### src/rtdm_pkg.sv
// How it works
// - local time at first preamble bit captured separately on ports 0 to 3.
// - capture uses raw local time only; no synchronisation needed beforehand.
// - devices with more than two ports must implement receive stamping.
// - arming variant latches next frame on ports other than 0, port 0 open.
// - 64-bit local time captured when frame reaches the processing unit.
// - capture works with master on port 0 or on ports 1 to 3; the arming variant ignores latch orientation, port 0 is always entry.
// - delay register is subtracted when comparing local and received time.
`default_nettype none
package rtdm_pkg;
    localparam int NPORTS = 4;
    localparam int SYNC_STAGES = 3;
    localparam int CLK_PERIOD_NS = 50;
    localparam logic [63:0] LOCAL_TICK_NS = 64'(CLK_PERIOD_NS);
    // register byte addresses
    localparam logic [15:0] ADDR_STAMP0 = 16'h0900;
    localparam logic [15:0] ADDR_STAMP1 = 16'h0904;
    localparam logic [15:0] ADDR_STAMP2 = 16'h0908;
    localparam logic [15:0] ADDR_STAMP3 = 16'h090c;
    localparam logic [15:0] ADDR_PU_STAMP = 16'h0918;
    localparam logic [15:0] ADDR_DELAY = 16'h0928;
    localparam logic [15:0] ADDR_LATCH = 16'h0936;
    // latch orientation values and reset values
    localparam logic [7:0] LATCH_FORWARD = 8'h00;
    localparam logic [7:0] LATCH_REVERSE = 8'h01;
    localparam logic [7:0] LATCH_RESET = 8'h00;
    localparam logic [31:0] DELAY_RESET = 32'h0000_0000;
    localparam logic [31:0] STAMP_RESET = 32'h0000_0000;
    localparam logic [63:0] TIME_RESET = 64'h0000_0000_0000_0000;

    typedef struct packed {
        logic valid;
        logic write;
        logic [15:0] addr;
        logic [7:0] wdata;
    } rtdm_acc_s;

    typedef struct packed {
        logic valid;
        logic [7:0] data;
    } rtdm_rsp_s;
endpackage
`default_nettype wire

### src/rtdm_pin_sync.sv
`default_nettype none
module rtdm_pin_sync (
    input wire logic core_clk,
    input wire logic rst_n,
    input wire logic [rtdm_pkg::NPORTS-1:0] pin_in,
    output logic [rtdm_pkg::NPORTS-1:0] level,
    output logic [rtdm_pkg::NPORTS-1:0] rise
);
    typedef struct packed {
        logic [rtdm_pkg::NPORTS-1:0] s1;
        logic [rtdm_pkg::NPORTS-1:0] s2;
        logic [rtdm_pkg::NPORTS-1:0] s3;
        logic [rtdm_pkg::NPORTS-1:0] lvl;
        logic [rtdm_pkg::NPORTS-1:0] rise;
    } rtdm_sync_s;

    rtdm_sync_s st_r;
    rtdm_sync_s st_nxt;

    // a change counts only once stages two and three agree; stage one feeds stage two only
    always_comb begin
        st_nxt = st_r;
        st_nxt.s1 = pin_in;
        st_nxt.s2 = st_r.s1;
        st_nxt.s3 = st_r.s2;
        for (int p = 0; p < rtdm_pkg::NPORTS; p++) begin
            if (st_r.s2[p] == st_r.s3[p]) begin
                st_nxt.lvl[p] = st_r.s3[p];
            end
        end
        st_nxt.rise = st_nxt.lvl & ~st_r.lvl;
    end

    always_ff @(posedge core_clk) begin
        if (!rst_n) begin
            st_r <= '0;
        end else begin
            st_r <= st_nxt;
        end
    end

    assign level = st_r.lvl;
    assign rise = st_r.rise;
endmodule
`default_nettype wire

### src/rtdm_top.sv
`default_nettype none
module rtdm_top #(
    // set for variants that arm on the write and stamp the following frame
    parameter bit ARM_NEXT_FRAME = 1'b0
) (
    input wire logic core_clk,
    input wire logic rst_n,
    input wire rtdm_pkg::rtdm_acc_s acc,
    output rtdm_pkg::rtdm_rsp_s rsp,
    input wire logic [rtdm_pkg::NPORTS-1:0] port_rx_pin,
    input wire logic [rtdm_pkg::NPORTS-1:0] port_open,
    input wire logic pu_frame_start,
    input wire logic [31:0] sys_time_rx,
    input wire logic sys_time_rx_valid,
    output logic [63:0] local_time,
    output logic [31:0] sys_time_diff,
    output logic sys_time_diff_valid
);
    typedef struct packed {
        logic [63:0] local_time;
        logic [rtdm_pkg::NPORTS-1:0][31:0] shadow;
        logic [rtdm_pkg::NPORTS-1:0][31:0] stamp;
        logic [63:0] pu_shadow;
        logic [63:0] pu_stamp;
        logic [rtdm_pkg::NPORTS-1:0] armed;
        logic [31:0] delay;
        logic [7:0] latch_mode;
        rtdm_pkg::rtdm_rsp_s rsp;
        logic [31:0] diff;
        logic diff_valid;
    } rtdm_state_s;

    rtdm_state_s st_r;
    rtdm_state_s st_nxt;
    logic [rtdm_pkg::NPORTS-1:0] port_active;
    logic [rtdm_pkg::NPORTS-1:0] port_rise;
    logic meas_write;
    logic [31:0] word_sel;

    // preamble carrier from the phys is asynchronous, so it is resynchronised
    rtdm_pin_sync u_sync (
        .core_clk(core_clk),
        .rst_n(rst_n),
        .pin_in(port_rx_pin),
        .level(port_active),
        .rise(port_rise)
    );

    // any write that covers the first byte of the port-0 stamp starts a measurement
    assign meas_write = acc.valid & acc.write & (acc.addr == rtdm_pkg::ADDR_STAMP0);

    // word behind a read address; the processing unit stamp spans two words
    always_comb begin
        word_sel = 32'h0000_0000;
        case ({acc.addr[15:2], 2'b00})
            rtdm_pkg::ADDR_STAMP0: word_sel = st_r.stamp[0];
            rtdm_pkg::ADDR_STAMP1: word_sel = st_r.stamp[1];
            rtdm_pkg::ADDR_STAMP2: word_sel = st_r.stamp[2];
            rtdm_pkg::ADDR_STAMP3: word_sel = st_r.stamp[3];
            rtdm_pkg::ADDR_PU_STAMP: word_sel = st_r.pu_stamp[31:0];
            rtdm_pkg::ADDR_PU_STAMP + 16'h0004: word_sel = st_r.pu_stamp[63:32];
            rtdm_pkg::ADDR_DELAY: word_sel = st_r.delay;
            {rtdm_pkg::ADDR_LATCH[15:2], 2'b00}: word_sel = {8'h00, st_r.latch_mode, 16'h0000};
            default: word_sel = 32'h0000_0000;
        endcase
    end

    always_comb begin
        st_nxt = st_r;
        st_nxt.rsp.valid = 1'b0;
        st_nxt.diff_valid = 1'b0;

        // free-running local time in ns, never corrected here
        st_nxt.local_time = st_r.local_time + rtdm_pkg::LOCAL_TICK_NS;

        // every preamble start is shadowed so the write can pick it up later in the frame
        for (int p = 0; p < rtdm_pkg::NPORTS; p++) begin
            if (port_rise[p]) begin
                st_nxt.shadow[p] = st_r.local_time[31:0];
                if (st_r.armed[p]) begin
                    st_nxt.stamp[p] = st_r.local_time[31:0];
                    st_nxt.armed[p] = 1'b0;
                end
            end
        end

        // frame arrival at the processing unit, full 64 bits
        if (pu_frame_start) begin
            st_nxt.pu_shadow = st_r.local_time;
        end

        // measurement: entry port takes the stamp of this frame, the rest wait
        // for the frame coming back around the ring
        if (meas_write) begin
            st_nxt.pu_stamp = pu_frame_start ? st_r.local_time : st_r.pu_shadow;
            for (int p = 0; p < rtdm_pkg::NPORTS; p++) begin
                if (ARM_NEXT_FRAME) begin
                    // arming variant: port 0 from this frame, others from the next one if port 0 is open
                    if (p == 0) begin
                        st_nxt.stamp[p] = st_r.shadow[p];
                        st_nxt.armed[p] = 1'b0;
                    end else begin
                        st_nxt.armed[p] = port_open[0];
                    end
                end else if (st_r.latch_mode[0] ? port_active[p] : (p == 0)) begin
                    // entry port: port 0 in forward orientation, whichever one is receiving in reverse
                    st_nxt.stamp[p] = st_r.shadow[p];
                    st_nxt.armed[p] = 1'b0;
                end else begin
                    st_nxt.armed[p] = 1'b1;
                end
            end
        end

        // byte writes: delay register and latch orientation; stamps are read only
        if (acc.valid && acc.write) begin
            for (int b = 0; b < 4; b++) begin
                if (acc.addr == rtdm_pkg::ADDR_DELAY + 16'(b)) begin
                    st_nxt.delay[b*8 +: 8] = acc.wdata;
                end
            end
            if (acc.addr == rtdm_pkg::ADDR_LATCH) begin
                st_nxt.latch_mode = {7'h00, acc.wdata[0]};
            end
        end

        // read answer one cycle after the request; unmapped bytes read zero
        if (acc.valid && !acc.write) begin
            st_nxt.rsp.valid = 1'b1;
            st_nxt.rsp.data = word_sel[acc.addr[1:0]*8 +: 8];
        end

        // received system time compared with local copy minus path delay;
        // offset compensation lives elsewhere, so only local time is used
        if (sys_time_rx_valid) begin
            st_nxt.diff = st_r.local_time[31:0] - st_r.delay - sys_time_rx;
            st_nxt.diff_valid = 1'b1;
        end
    end

    // stamps keep their value across frames until the next measurement write
    always_ff @(posedge core_clk) begin
        if (!rst_n) begin
            st_r <= '0;
            st_r.local_time <= rtdm_pkg::TIME_RESET;
            st_r.delay <= rtdm_pkg::DELAY_RESET;
            st_r.latch_mode <= rtdm_pkg::LATCH_RESET;
        end else begin
            st_r <= st_nxt;
        end
    end

    // four ports, so stamping is always built in
    assign rsp = st_r.rsp;
    assign local_time = st_r.local_time;
    assign sys_time_diff = st_r.diff;
    assign sys_time_diff_valid = st_r.diff_valid;
endmodule
`default_nettype wire
### config.mk
export PLATFORM = sky130hd
export DESIGN_NAME = rtdm_top
export DESIGN_NICKNAME = d
export VERILOG_FILES = /design/src/rtdm_pkg.sv /design/src/rtdm_pin_sync.sv /design/src/rtdm_top.sv
export SDC_FILE = /design/constraint.sdc
export NUM_CORES = 1
export LEC_CHECK = 0
export ABC_AREA = 1
export BUFFER_PORTS_ARGS = -buffer_cell sky130_fd_sc_hd__clkbuf_2
export CAP_MARGIN = 15
export CORE_UTILIZATION = 36
export CTS_CLUSTER_DIAMETER = 120
export DETAILED_ROUTE_END_ITERATION = 8
export GPL_TIMING_DRIVEN = 0
export HOLD_SLACK_MARGIN = 0.05
export MAX_ROUTING_LAYER = met4
export SLEW_MARGIN = 20
export SYNTH_ARGS = -nofsm -noshare
export SYNTH_HDL_FRONTEND = slang
export SYNTH_HIERARCHICAL = 1
export SYNTH_SLANG_ARGS = --single-unit
export TNS_END_PERCENT = 20
### constraint.sdc
create_clock -name core_clk -period 3 [get_ports core_clk]
set_input_delay 0.6 -clock core_clk [delete_from_list [all_inputs] [get_ports core_clk]]
set_output_delay 0.6 -clock core_clk [all_outputs]
set_load 0.05 [all_outputs]
Yosys cells after proc, flatten, opt, wreduce, memory -nomap -nowiden. Cells that the tools add are included.

Register bits: 547. Input bits: 70. Output and inout bits: 106. Word-level logic and storage cells: 101.

Add/sub/neg operators: 3. Equal/unequal tests: 18. Shift-type cells: 1. Multiplexer cells: 34. Bitwise operators: 4. Reductions and logical operators: 12.

Operator list (number): 32-bit 2-to-1 mux (12); 32-bit case mux with 8 select lines (1); 128-bit 2-to-1 mux (1); 14-bit by 10-bit == test with 1-bit output (second input constant) (8); 16-bit by 12-bit == test with 1-bit output (second input constant) (6); 64-bit by 6-bit adder with 64-bit output (second input constant) (1); 64-bit 2-to-1 mux (1); 32-bit subtractor (2); 32-bit by 6-bit variable part select with 8-bit output (1); 1-bit 2-to-1 mux (17); 2-bit AND reduction (5); 9-bit 2-to-1 mux (1); 2-bit nonzero test (4); 4-bit bitwise AND (1); 1-bit == test (4); 4-bit 2-to-1 mux (1); 4-bit inverter (1); 1-bit bitwise AND (2); 1-bit logical AND (2); 1-bit logical NOT (1).

Logic depth before layout (Yosys ltp). Gate-level depths: netlist of the first run.

Depth after elaboration: 4. Depth in mapped cells: 17. Mapped depth without buffers: 17.

Modules after synthesis. Netlist of the first run, hierarchy kept.

Modules (own cells, without submodules): rtdm_top (times used 1, cells an instance 3626, area an instance 25969.9 um^2, seq. area each 10450.0 um^2); rtdm_pin_sync (times used 1, cells an instance 74, area an instance 670.6 um^2, seq. area each 400.4 um^2).

Least setup slack after synthesis of the first run. Ideal clock, no wire load.

Path type: input -> register. From: input port sys_time_rx[3]. To: register st_r, in the netlist sys_time_diff[30]. Library setup time: 0.115 ns. Data arrival time: 2.507 ns. Required time: 2.885 ns. Path slack: 0.378 ns. Stages: 13. Path buffers: 0. Cell sequence: inv_1 -> fa_1 -> ha_1 -> a21oi_1 -> nand2_1 -> a21oi_1 -> o21bai_1 -> nand2_1 -> nand2_1 -> nand2_1 -> a21oi_1 -> o21ai_0 -> inv_1.

Longest elaborated chain between the ends: 1.

Ends and longest elaborated chain: start: declaration (RTL line rtdm_top.sv:13) `input wire logic [31:0] sys_time_rx,`; 32-bit subtractor (RTL line rtdm_top.sv:136) `st_nxt.diff = st_r.local_time[31:0] - st_r.delay - sys_time_rx;`; end signal: assignment (RTL line rtdm_top.sv:149) `st_r <= st_nxt;`; end: declaration (RTL line rtdm_top.sv:33) `rtdm_state_s st_r;`.

No other way between the ends. A chain may end at the register's enable or synchronous reset.

Worst setup path after layout of the first run.
From: register local_time[15] (netlist name). To: register st_r, in the netlist sys_time_diff[24].

Longest elaborated chain between the ends: 2.

Ends and longest elaborated chain (RTL line): 32-bit subtractor (2 in a row) (rtdm_top.sv:136).

No other way between the ends.

==> summary.txt, run 1 <==
CTS
  • CTS tree: yes
  • Clk_lat worst skew: 0.66 ns
  • CTS Hold Buffers Added: 0
  • Post-CTS Setup Bufs: 0
  • Clk buf depth: 3
  • CTS Root Cell: clkbuf_16
  • Clock sinks: ~540
  • H-tree Lvls: 2
  • Clk pin slew, worst setup/hold paths: 0.06 ns
  • CTS buffer count: 60

Flow run
  • Max-Cap Viols: 0

Synth
  • Mapped cell area: 26600 µm²
  • Ys async rst share: 0%
  • Ys Warns: 6
  • Synth Register Bits: roughly 540
  • Syn nets: 3835
  • Register area share after synthesis: 40.7%
  • Number of flops mapped to enable cells by yosys: 0
  • Avg Cell Area, Syn: slightly above 7 µm²
  • Top_reg_cell synth: dfxtp_1
  • Cells after Synth: 3700
  • Unique cell type count in the Yosys netlist: 56

Timing
  • Setup ws final: 0.128 ns
  • Count of final hold-check violations: 0
  • Fmax achieved: 348 MHz
  • Tightest Pin Transition: 1.20 ns
  • Final setup violation count: 0
  • RSZ-0062 raised after global routing: yes
  • Final period util: roughly 96%
  • Tmin final: between 2 and 3 ns
  • Max-slew violation count: 0
  • Final Skew: 0.0334 ns
  • Relative slew slack: between 15 and 20%

Routing
  • DRT Wirelength: 101000 µm
  • Vias: roughly 26000
  • First-pass DRT Iterations: 8
  • Vias per inst: 5.31
  • DRC: 26
  • Post-route ant nets: 0
  • DR WL/cell: around 20 µm
  • Initial drt markers: about 2800

Critical path
  • CP max stage delay: 0.50 ns
  • Crit path max fanout: 5
  • Worst flop-to-flop path endpoint: sys_time_diff[24]
  • Critical-path top delay cell: dfxtp_1
  • R2R Path Start: local_time[15]
  • Critical path, cell by cell: fa_1, ha_1, nand2_1, o21ai_0, nor2_1, a21oi_1, nand3_1, nand3_1, nand3_1, nand2_1, inv_1
  • Arr. time, crit path: 3.43 ns
  • Startpoint types: register
  • CP endpoint: sys_time_diff[24]
  • R2r worst-path depth: 11
  • Worst Setup End Kind: register
  • Flop2flop setup slack: 0.13 ns
  • Worst path depth: 11
  • Crit path launch: local_time[15]
  • Worst Path Buf+Inv: 1
  • Worst Path Required: 3.55 ns
  • Cell repeated most along the worst path: nand3_1
  • Setup Crit Path Kind: register to register
  • Cell family with most CP delay: adder cells

Cells and area
  • Most frequent cells in the layout: nand2_1 (584), dfxtp_1 (532), nor2_1 (413), o21ai_0 (393), a21oi_1 (355)
  • Final Util: 42.3%
  • Post-Layout Cell Count: 4940
  • Register area: 10900 µm²
  • Fillers: 7719
  • Final net count: 4065
  • Synthesis-to-finish area growth: 15.9%
  • Final Cell Area: around 31000 µm²
  • Multi-input gate area: 12800 µm²
  • Share of cells above drive strength 1: 13.1%
  • Leading cell type in the layout, fill and taps excluded: nand2_1

Die
  • Full die area: 75100 µm²
  • Core ar.: 73100 µm²
  • Initial Util: 36.5%
  • Die Ht: 274 µm
  • # IOs: between 150 and 200
  • Horiz. Die Dim: about 270 µm
  • # rows: 99

Placement
  • Global placement routability congestion: 0.974
  • Placed cells: 4827
  • Cell area after placement: 28700 µm²
  • Detailed placement HPWL: between 70000 and 80000 µm
  • Place WS: -0.737 ns
  • IO buf count: about 170

Worst hold path
  • Hold Path Class: input port to register

Run status
  • Status: complete, but fails checks
  • Failing checks: DRC

Power and ir drop
  • Leak: 0.0133 µW
  • Worst ir drop on vdd: 0.430 mV
  • PwrDens: ~560 nW/µm²

Global routing
  • Total gr overflow: 0
  • Gr usage total: 27.1%
  • GR Layer Usage met3: 3.29%
  • First-pass GRT wire length: 150000 µm
  • Vias in the first global route: 23781
  • Initial antenna violation count: 5
  • GR peak layer: met2
  • Largest net degree at the start of global routing: 17
  • Met2 usage: 39.9%
  • Met1 Use GR: 38.0%
## cell families (layout without fill, tap and decap cells)
| family | count (synthesis) | count (layout) | share of synthesized area (%) |
|---|---|---|---|
| compound gates | 968 | 968 | 20.0 |
| xor+xnor | 19 | 19 | 0.625 |
| fa+ha+maj | 65 | 65 | 3.90 |
| buf+inv | 663 | 940 | 11.3 |
| flops | 542 | 542 | 40.7 |
| mux | 3 | 3 | 0.113 |
| other cells | 1 | 5 | 0.0141 |
| simple gates | 1439 | 1439 | 23.4 |
## worst register-to-register path, cell delays in order, from the launching register on
cell and delay [ns]:
dfxtp_1 0.50, fa_1 0.48, ha_1 0.40, nand2_1 0.13, o21ai_0 0.36, nor2_1 0.10, a21oi_1 0.31, nand3_1 0.19
nand3_1 0.11, nand3_1 0.08, nand2_1 0.08, inv_1 0.04
## cell type report
type / instances / area share (%)
diodes: 4 / 0.0324
repair buffers: 168 / 2.72
clock buffers: 88 / 5.56
clock inverters: 21 / 1.42
inverters: 309 / 3.76
flip-flops and latches: 542 / 35.2
plain buffers: 354 / 6.01
well taps: 959 / 3.89
multi-input cells: 2495 / 41.4
## cell usage after synthesis (6+ instances only)
cell type / n / share of area (%)
nor3_1: 98 / 1.8
buf_2: 63 / 1.2
clkbuf_1: 168 / 2.4
nor2_2: 11 / 0.26
inv_1: 284 / 4.0
xor2_1: 12 / 0.39
fa_1: 30 / 2.3
nand3_1: 250 / 4.7
nand2_1: 585 / 8.2
dfxtp_1: 542 / 41
or2_2: 8 / 0.19
xnor2_1: 7 / 0.23
a21oi_1: 357 / 6.7
ha_1: 35 / 1.6
buf_1: 6 / 0.085
a211oi_1: 80 / 2.3
clkinv_1: 11 / 0.15
inv_2: 14 / 0.20
nor4_1: 13 / 0.31
o21ai_1: 36 / 0.68
o21ai_0: 393 / 7.4
o21a_1: 78 / 2.2
nor2_1: 413 / 5.8
nand2_2: 8 / 0.19
nand4_1: 19 / 0.45
buf_4: 115 / 3.2
## worst min path at each step
stage	from	end	slack (ns)	cells past startpoint
3_5_place_dp	u_sync/st_nxt[14]	u_sync/st_nxt[10]	0.40	2
4_1_cts	port_rx_pin[1]	u_sync/st_nxt[13]	0.13	3
2_1_floorplan	u_sync/st_nxt[14]	u_sync/st_nxt[10]	0.39	2
6_report	port_rx_pin[2]	u_sync/st_nxt[14]	0.15	3
5_1_grt	port_rx_pin[1]	u_sync/st_nxt[13]	0.16	3
3_3_place_gp	u_sync/st_nxt[14]	u_sync/st_nxt[10]	0.40	2
## timing repair
item	4_1_cts	5_1_grt
resized for setup	1	15
endpoints found under the setup margin	2	10
hold endpoints to repair	0	0
## metal layers
layer / vias to the layer above / wire length [µm]
met5: - / 0
met4: 0 / 3470
li1: 12639 / -
met1: 12446 / 46200
met3: 156 / 7800
met2: 1006 / 43400
## where the power goes
part / switching [µW] / total [µW] / internal (µW)
sequential: 65.7 / 7380 / 7310
combinational: 1130 / 1610 / 483
clock: 3180 / 8170 / 4980
## sequential cells by signal, indices dropped and copies added, names as in the netlist
signal	count
local_time	63
rsp	9
st_r	417
sys_time_diff	32
sys_time_diff_valid	1
u_sync/level	4
u_sync/rise	4
u_sync/st_nxt	8
u_sync/st_r	4
## per-stage QoR
stage	setup TNS (ns)	hold slack, ns	power [µW]
final	0	0.151	17200
after global routing	-0.0638	0.155	17700
after CTS	0	0.130	17200
after detailed placement	-34.08	0.396	9110
after global placement	-35.67	0.395	9110
after floorplan	0	0.390	8610
Note: power is estimated with default switching activity, not from simulation.
==> run 2, diff against run 1 <==
--- a/config.mk
+++ b/config.mk
@@ -5,7 +5,6 @@
 export SDC_FILE = /design/constraint.sdc
 export NUM_CORES = 1
 export LEC_CHECK = 0
-export ABC_AREA = 1
 export BUFFER_PORTS_ARGS = -buffer_cell sky130_fd_sc_hd__clkbuf_2
 export CAP_MARGIN = 15
 export CORE_UTILIZATION = 36
==> run 2 against run 1 <==
Compared with the run above:
- the run ends with setup timing left
- design area up 0.87%
- synthesized cell count down 23%
- count of clock-buffer cells in the layout down 5
- clock skew down 0.0075 ns
- register-to-register slack worse by 0.21 ns
- global-route usage down 2.4 points
- combinational power up 13%
- clock power down 8.2%
- sequential power down 0.7%
- routed wire length down 9.2%
- area after synthesis down 0.75%
==> summary.txt, run 2 <==
Run status
  • Status: complete, but fails checks
  • Failing checks: setup timing

Power and ir drop
  • Worst ir drop on vdd: 0.478 mV (+11%)
  • Pwr Total: 16700 µW (-2.9%)
  • Int Power: 12400 µW (-3.3%)
  • Reg power frac: 44.0% (+1.0 points)
  • Sw Ratio: 25.8% (+0.25 points)
  • NetSw: 4290 µW (-2.0%)
  • Power share of the combinational group: 10.9% (+1.5 points)
  • PwrDens: 535 nW/µm² (-3.8%)
  • Clk network pwr share: 45.0% (-2.6 points)
  • Leak: 0.0140 µW (+5.5%)

Global routing
  • Total gr overflow: 0 (unchanged)
  • First-pass GRT wire length: 134000 µm (-10%)
  • Largest net degree at the start of global routing: 15 (-2)
  • Vias in the first global route: 21190 (-11%)
  • Initial antenna violation count: 2 (-3)
  • Gr usage total: 24.7% (-2.4 points)

Timing
  • Final Skew: 0.0259 ns (-0.00752 ns)
  • Final period util: 103% (+7.6 points)
  • Setup ws final: -0.100 ns (-0.228 ns)
  • Min Hold Slack: 0.201 ns (+0.0508 ns)
  • Setup TNS: -0.242 ns (-0.242 ns)
  • Tmin final: 3.10 ns (+0.228 ns)
  • Max-slew violation count: 0 (unchanged)
  • RSZ-0062 raised after global routing: yes
  • Relative slew slack: 14.6% (-5.0 points)
  • Fmax achieved: 323 MHz (-7.4%)
  • Count of final hold-check violations: 0 (unchanged)
  • Final setup violation count: 5 (+5)
  • Tightest Pin Transition: 1.28 ns (+0.0757 ns)

Routing
  • DRT Wirelength: 91600 µm (-9.2%)
  • Initial drt markers: 2007 (-28%)
  • DR WL/cell: 22.2 µm (+8.8%)
  • Vias per inst: 5.41 (+1.8%)
  • First-pass DRT Iterations: 9 (+1)
  • DRC: 0 (-100%)
  • Post-route ant nets: 0 (unchanged)
  • Vias: 22320 (-15%)

Synth
  • Synth Register Bits: 542 (unchanged)
  • Ys Warns: 6 (unchanged)
  • Cells after Synth: 2866 (-23%)
  • Top_reg_cell synth: dfxtp_1
  • Synth area leader: dfxtp_1
  • Mapped cell area: 26400 µm² (-0.75%)
  • Number of flops mapped to enable cells by yosys: 0 (unchanged)
  • Synth top area cells: dfxtp_1 (41%), mux2i_1 (8.7%), o211a_1 (7.2%)
  • Ys async rst share: 0% (unchanged)
  • Syn nets: 3001 (-22%)
  • Synth top area share: 41.0% (+0.31 points)
  • Leading post-synthesis cells by instance count: dfxtp_1 (542), nand3_1 (307), nand2_1 (289)
  • Avg Cell Area, Syn: 9.23 µm² (+28%)
  • Unique cell type count in the Yosys netlist: 72 (+29%)
  • Register area share after synthesis: 41.0% (+0.31 points)
  • Most common cell in the netlist: dfxtp_1

Cells and area
  • Post-Layout Cell Count: 4125 (-16%)
  • Final net count: 3259 (-20%)
  • Largest register by flop count: st_r
  • # diodes: 0 (-4)
  • Final Cell Area: 31100 µm² (+0.87%)
  • Share of cells above drive strength 1: 18.1% (+5.0 points)
  • Leading cell type in the layout, fill and taps excluded: dfxtp_1
  • Max FFs per register: 417 (unchanged)
  • Synthesis-to-finish area growth: 17.8%
  • Most frequent cells in the layout: dfxtp_1 (513), nand3_1 (306), nand2_1 (287), nor2b_1 (234), mux2i_1 (229)

Placement
  • Global placement routability congestion: 0.986 (+1.2%)
  • Cell area after placement: 28600 µm² (-0.21%)
  • IO buf count: 166 (-1.2%)
  • Detailed placement HPWL: 70600 µm (-9.3%)
  • Placed cells: 3993 (-17%)

CTS
  • Clk pin slew, worst setup/hold paths: 0.06 ns (about the same)
  • Clk buf depth: 3 (unchanged)
  • CTS buffer count: 58 (-3.3%)
  • CTS tree: yes
  • Clock sinks: 542 (unchanged)
  • H-tree Lvls: 2 (unchanged)
  • CTS Root Cell: clkbuf_16
  • Clk_lat worst skew: 0.64 ns (-0.02 ns)

Critical path
  • R2R Path Start: st_r[57]
  • R2r worst-path depth: 10 (-1)
  • Worst flop-to-flop path endpoint: sys_time_diff[31]
  • Arr. time, crit path: 3.59 ns (+0.16 ns)
  • Worst Setup End Kind: register
  • Setup Crit Path Kind: input port to register
  • Crit path max fanout: 10 (+5)
  • Worst Path Required: 3.49 ns (-0.06 ns)
  • Flop2flop setup slack: -0.08 ns (-0.21 ns)
  • Startpoint types: input port

Die
  • # rows: 99 (unchanged)
  • # IOs: 176 (unchanged)
  • Horiz. Die Dim: 273 µm (-0.37%)
  • Initial Util: 36.3% (-0.15 points)
  • Die Ht: 273 µm (-0.37%)
  • Core ar.: 72800 µm² (-0.34%)
  • Full die area: 74500 µm² (-0.74%)

Worst hold path
  • Min-delay src: port_rx_pin[3]
  • Hold Path Class: input port to register
  • Hold Crit Depth: 2 (-1)
  • Min-Delay Endpoint: u_sync/st_nxt[15]

Flow run
  • Max-Cap Viols: 0 (unchanged)
==> run 2: cells by family (layout without fill, tap and decap cells) <==
family	Yosys count	after routing	share of synthesized area, %
AND/OR/NAND/NOR	1044	1044	20.8
buffers and inverters	432	732	7.98
AO/OA/AOI/OAI	470	470	14.9
flip-flops	542	542	41.0
XOR/XNOR	82	82	2.72
other	1	1	0.0142
multiplexers	230	230	8.71
adder cells (fa/ha/maj)	65	65	3.93
==> run 2: metrics by stage <==
stage	util [%]	setup WS (ns)
2_1_floorplan	-	-0.0219
3_3_place_gp	39.3	-1.18
3_5_place_dp	39.3	-1.20
4_1_cts	42.5	-0.0455
5_1_grt	42.8	-0.143
6_report	42.8	-0.100
==> run 2: worst max path at each step <==
| stage | from | to | cells after the start | slack (ns) |
|---|---|---|---|---|
| 2_1_floorplan | sys_time_rx[10] | sys_time_diff[27] | 12 | -0.02 |
| 3_3_place_gp | acc[15] | rsp[4] | 10 | -1.18 |
| 3_5_place_dp | acc[15] | rsp[7] | 11 | -1.20 |
| 4_1_cts | local_time[9] | sys_time_diff[31] | 10 | -0.05 |
| 5_1_grt | st_r[64] | sys_time_diff[27] | 11 | -0.14 |
| 6_report | acc[13] | rsp[3] | 10 | -0.10 |
==> run 2: worst max-delay path: stages <==
cell       delay, ns
clkbuf_1        0.54
nand4bb_1       0.24
nor4_2          0.09
clkbuf_1        0.32
a22oi_1         0.24
nand2_1         0.08
a221oi_1        0.80
a22oi_1         0.18
a21oi_1         0.38
o21ai_1         0.10
==> run 2: layer usage <==
| metal | global-route usage [%] | wire length (µm) | up-vias |
|---|---|---|---|
| li1 | - | - | 10468 |
| met1 | 31.0 | 38600 | 10822 |
| met2 | 39.5 | 42000 | 842 |
| met3 | 2.64 | 6280 | 188 |
| met4 | 12.0 | 4800 | 0 |
| met5 | - | 0 | - |
==> run 2: area by class of cell <==
class | count | area, µm²
inverter | 82 | 315
sequential | 542 | 10900
timing repair buffer | 202 | 1100
clock inverter | 19 | 234
buffer | 346 | 1830
fill | 7207 | 41700
clock buffer | 83 | 1730
multi-input combinational | 1892 | 13800
tap | 959 | 1200
==> run 2: repair_timing <==
action                     4_1_cts  5_1_grt
hold buffers                     0        0
gates resized for setup         60       56
pin swaps                       16       29
setup buffers                   22       13
setup endpoints to repair      227       37
gates cloned                     0        0
==> run 2: power groups by stage <==
stage / Clock (µW) / Sequential, µW / Combinational, µW
final: 7500 / 7330 / 1820
after global routing: 7900 / 7340 / 1940
after CTS: 7570 / 7340 / 1760
after detailed placement: 0 / 7500 / 1680
after global placement: 0 / 7500 / 1670
after floorplan: 0 / 7480 / 1200
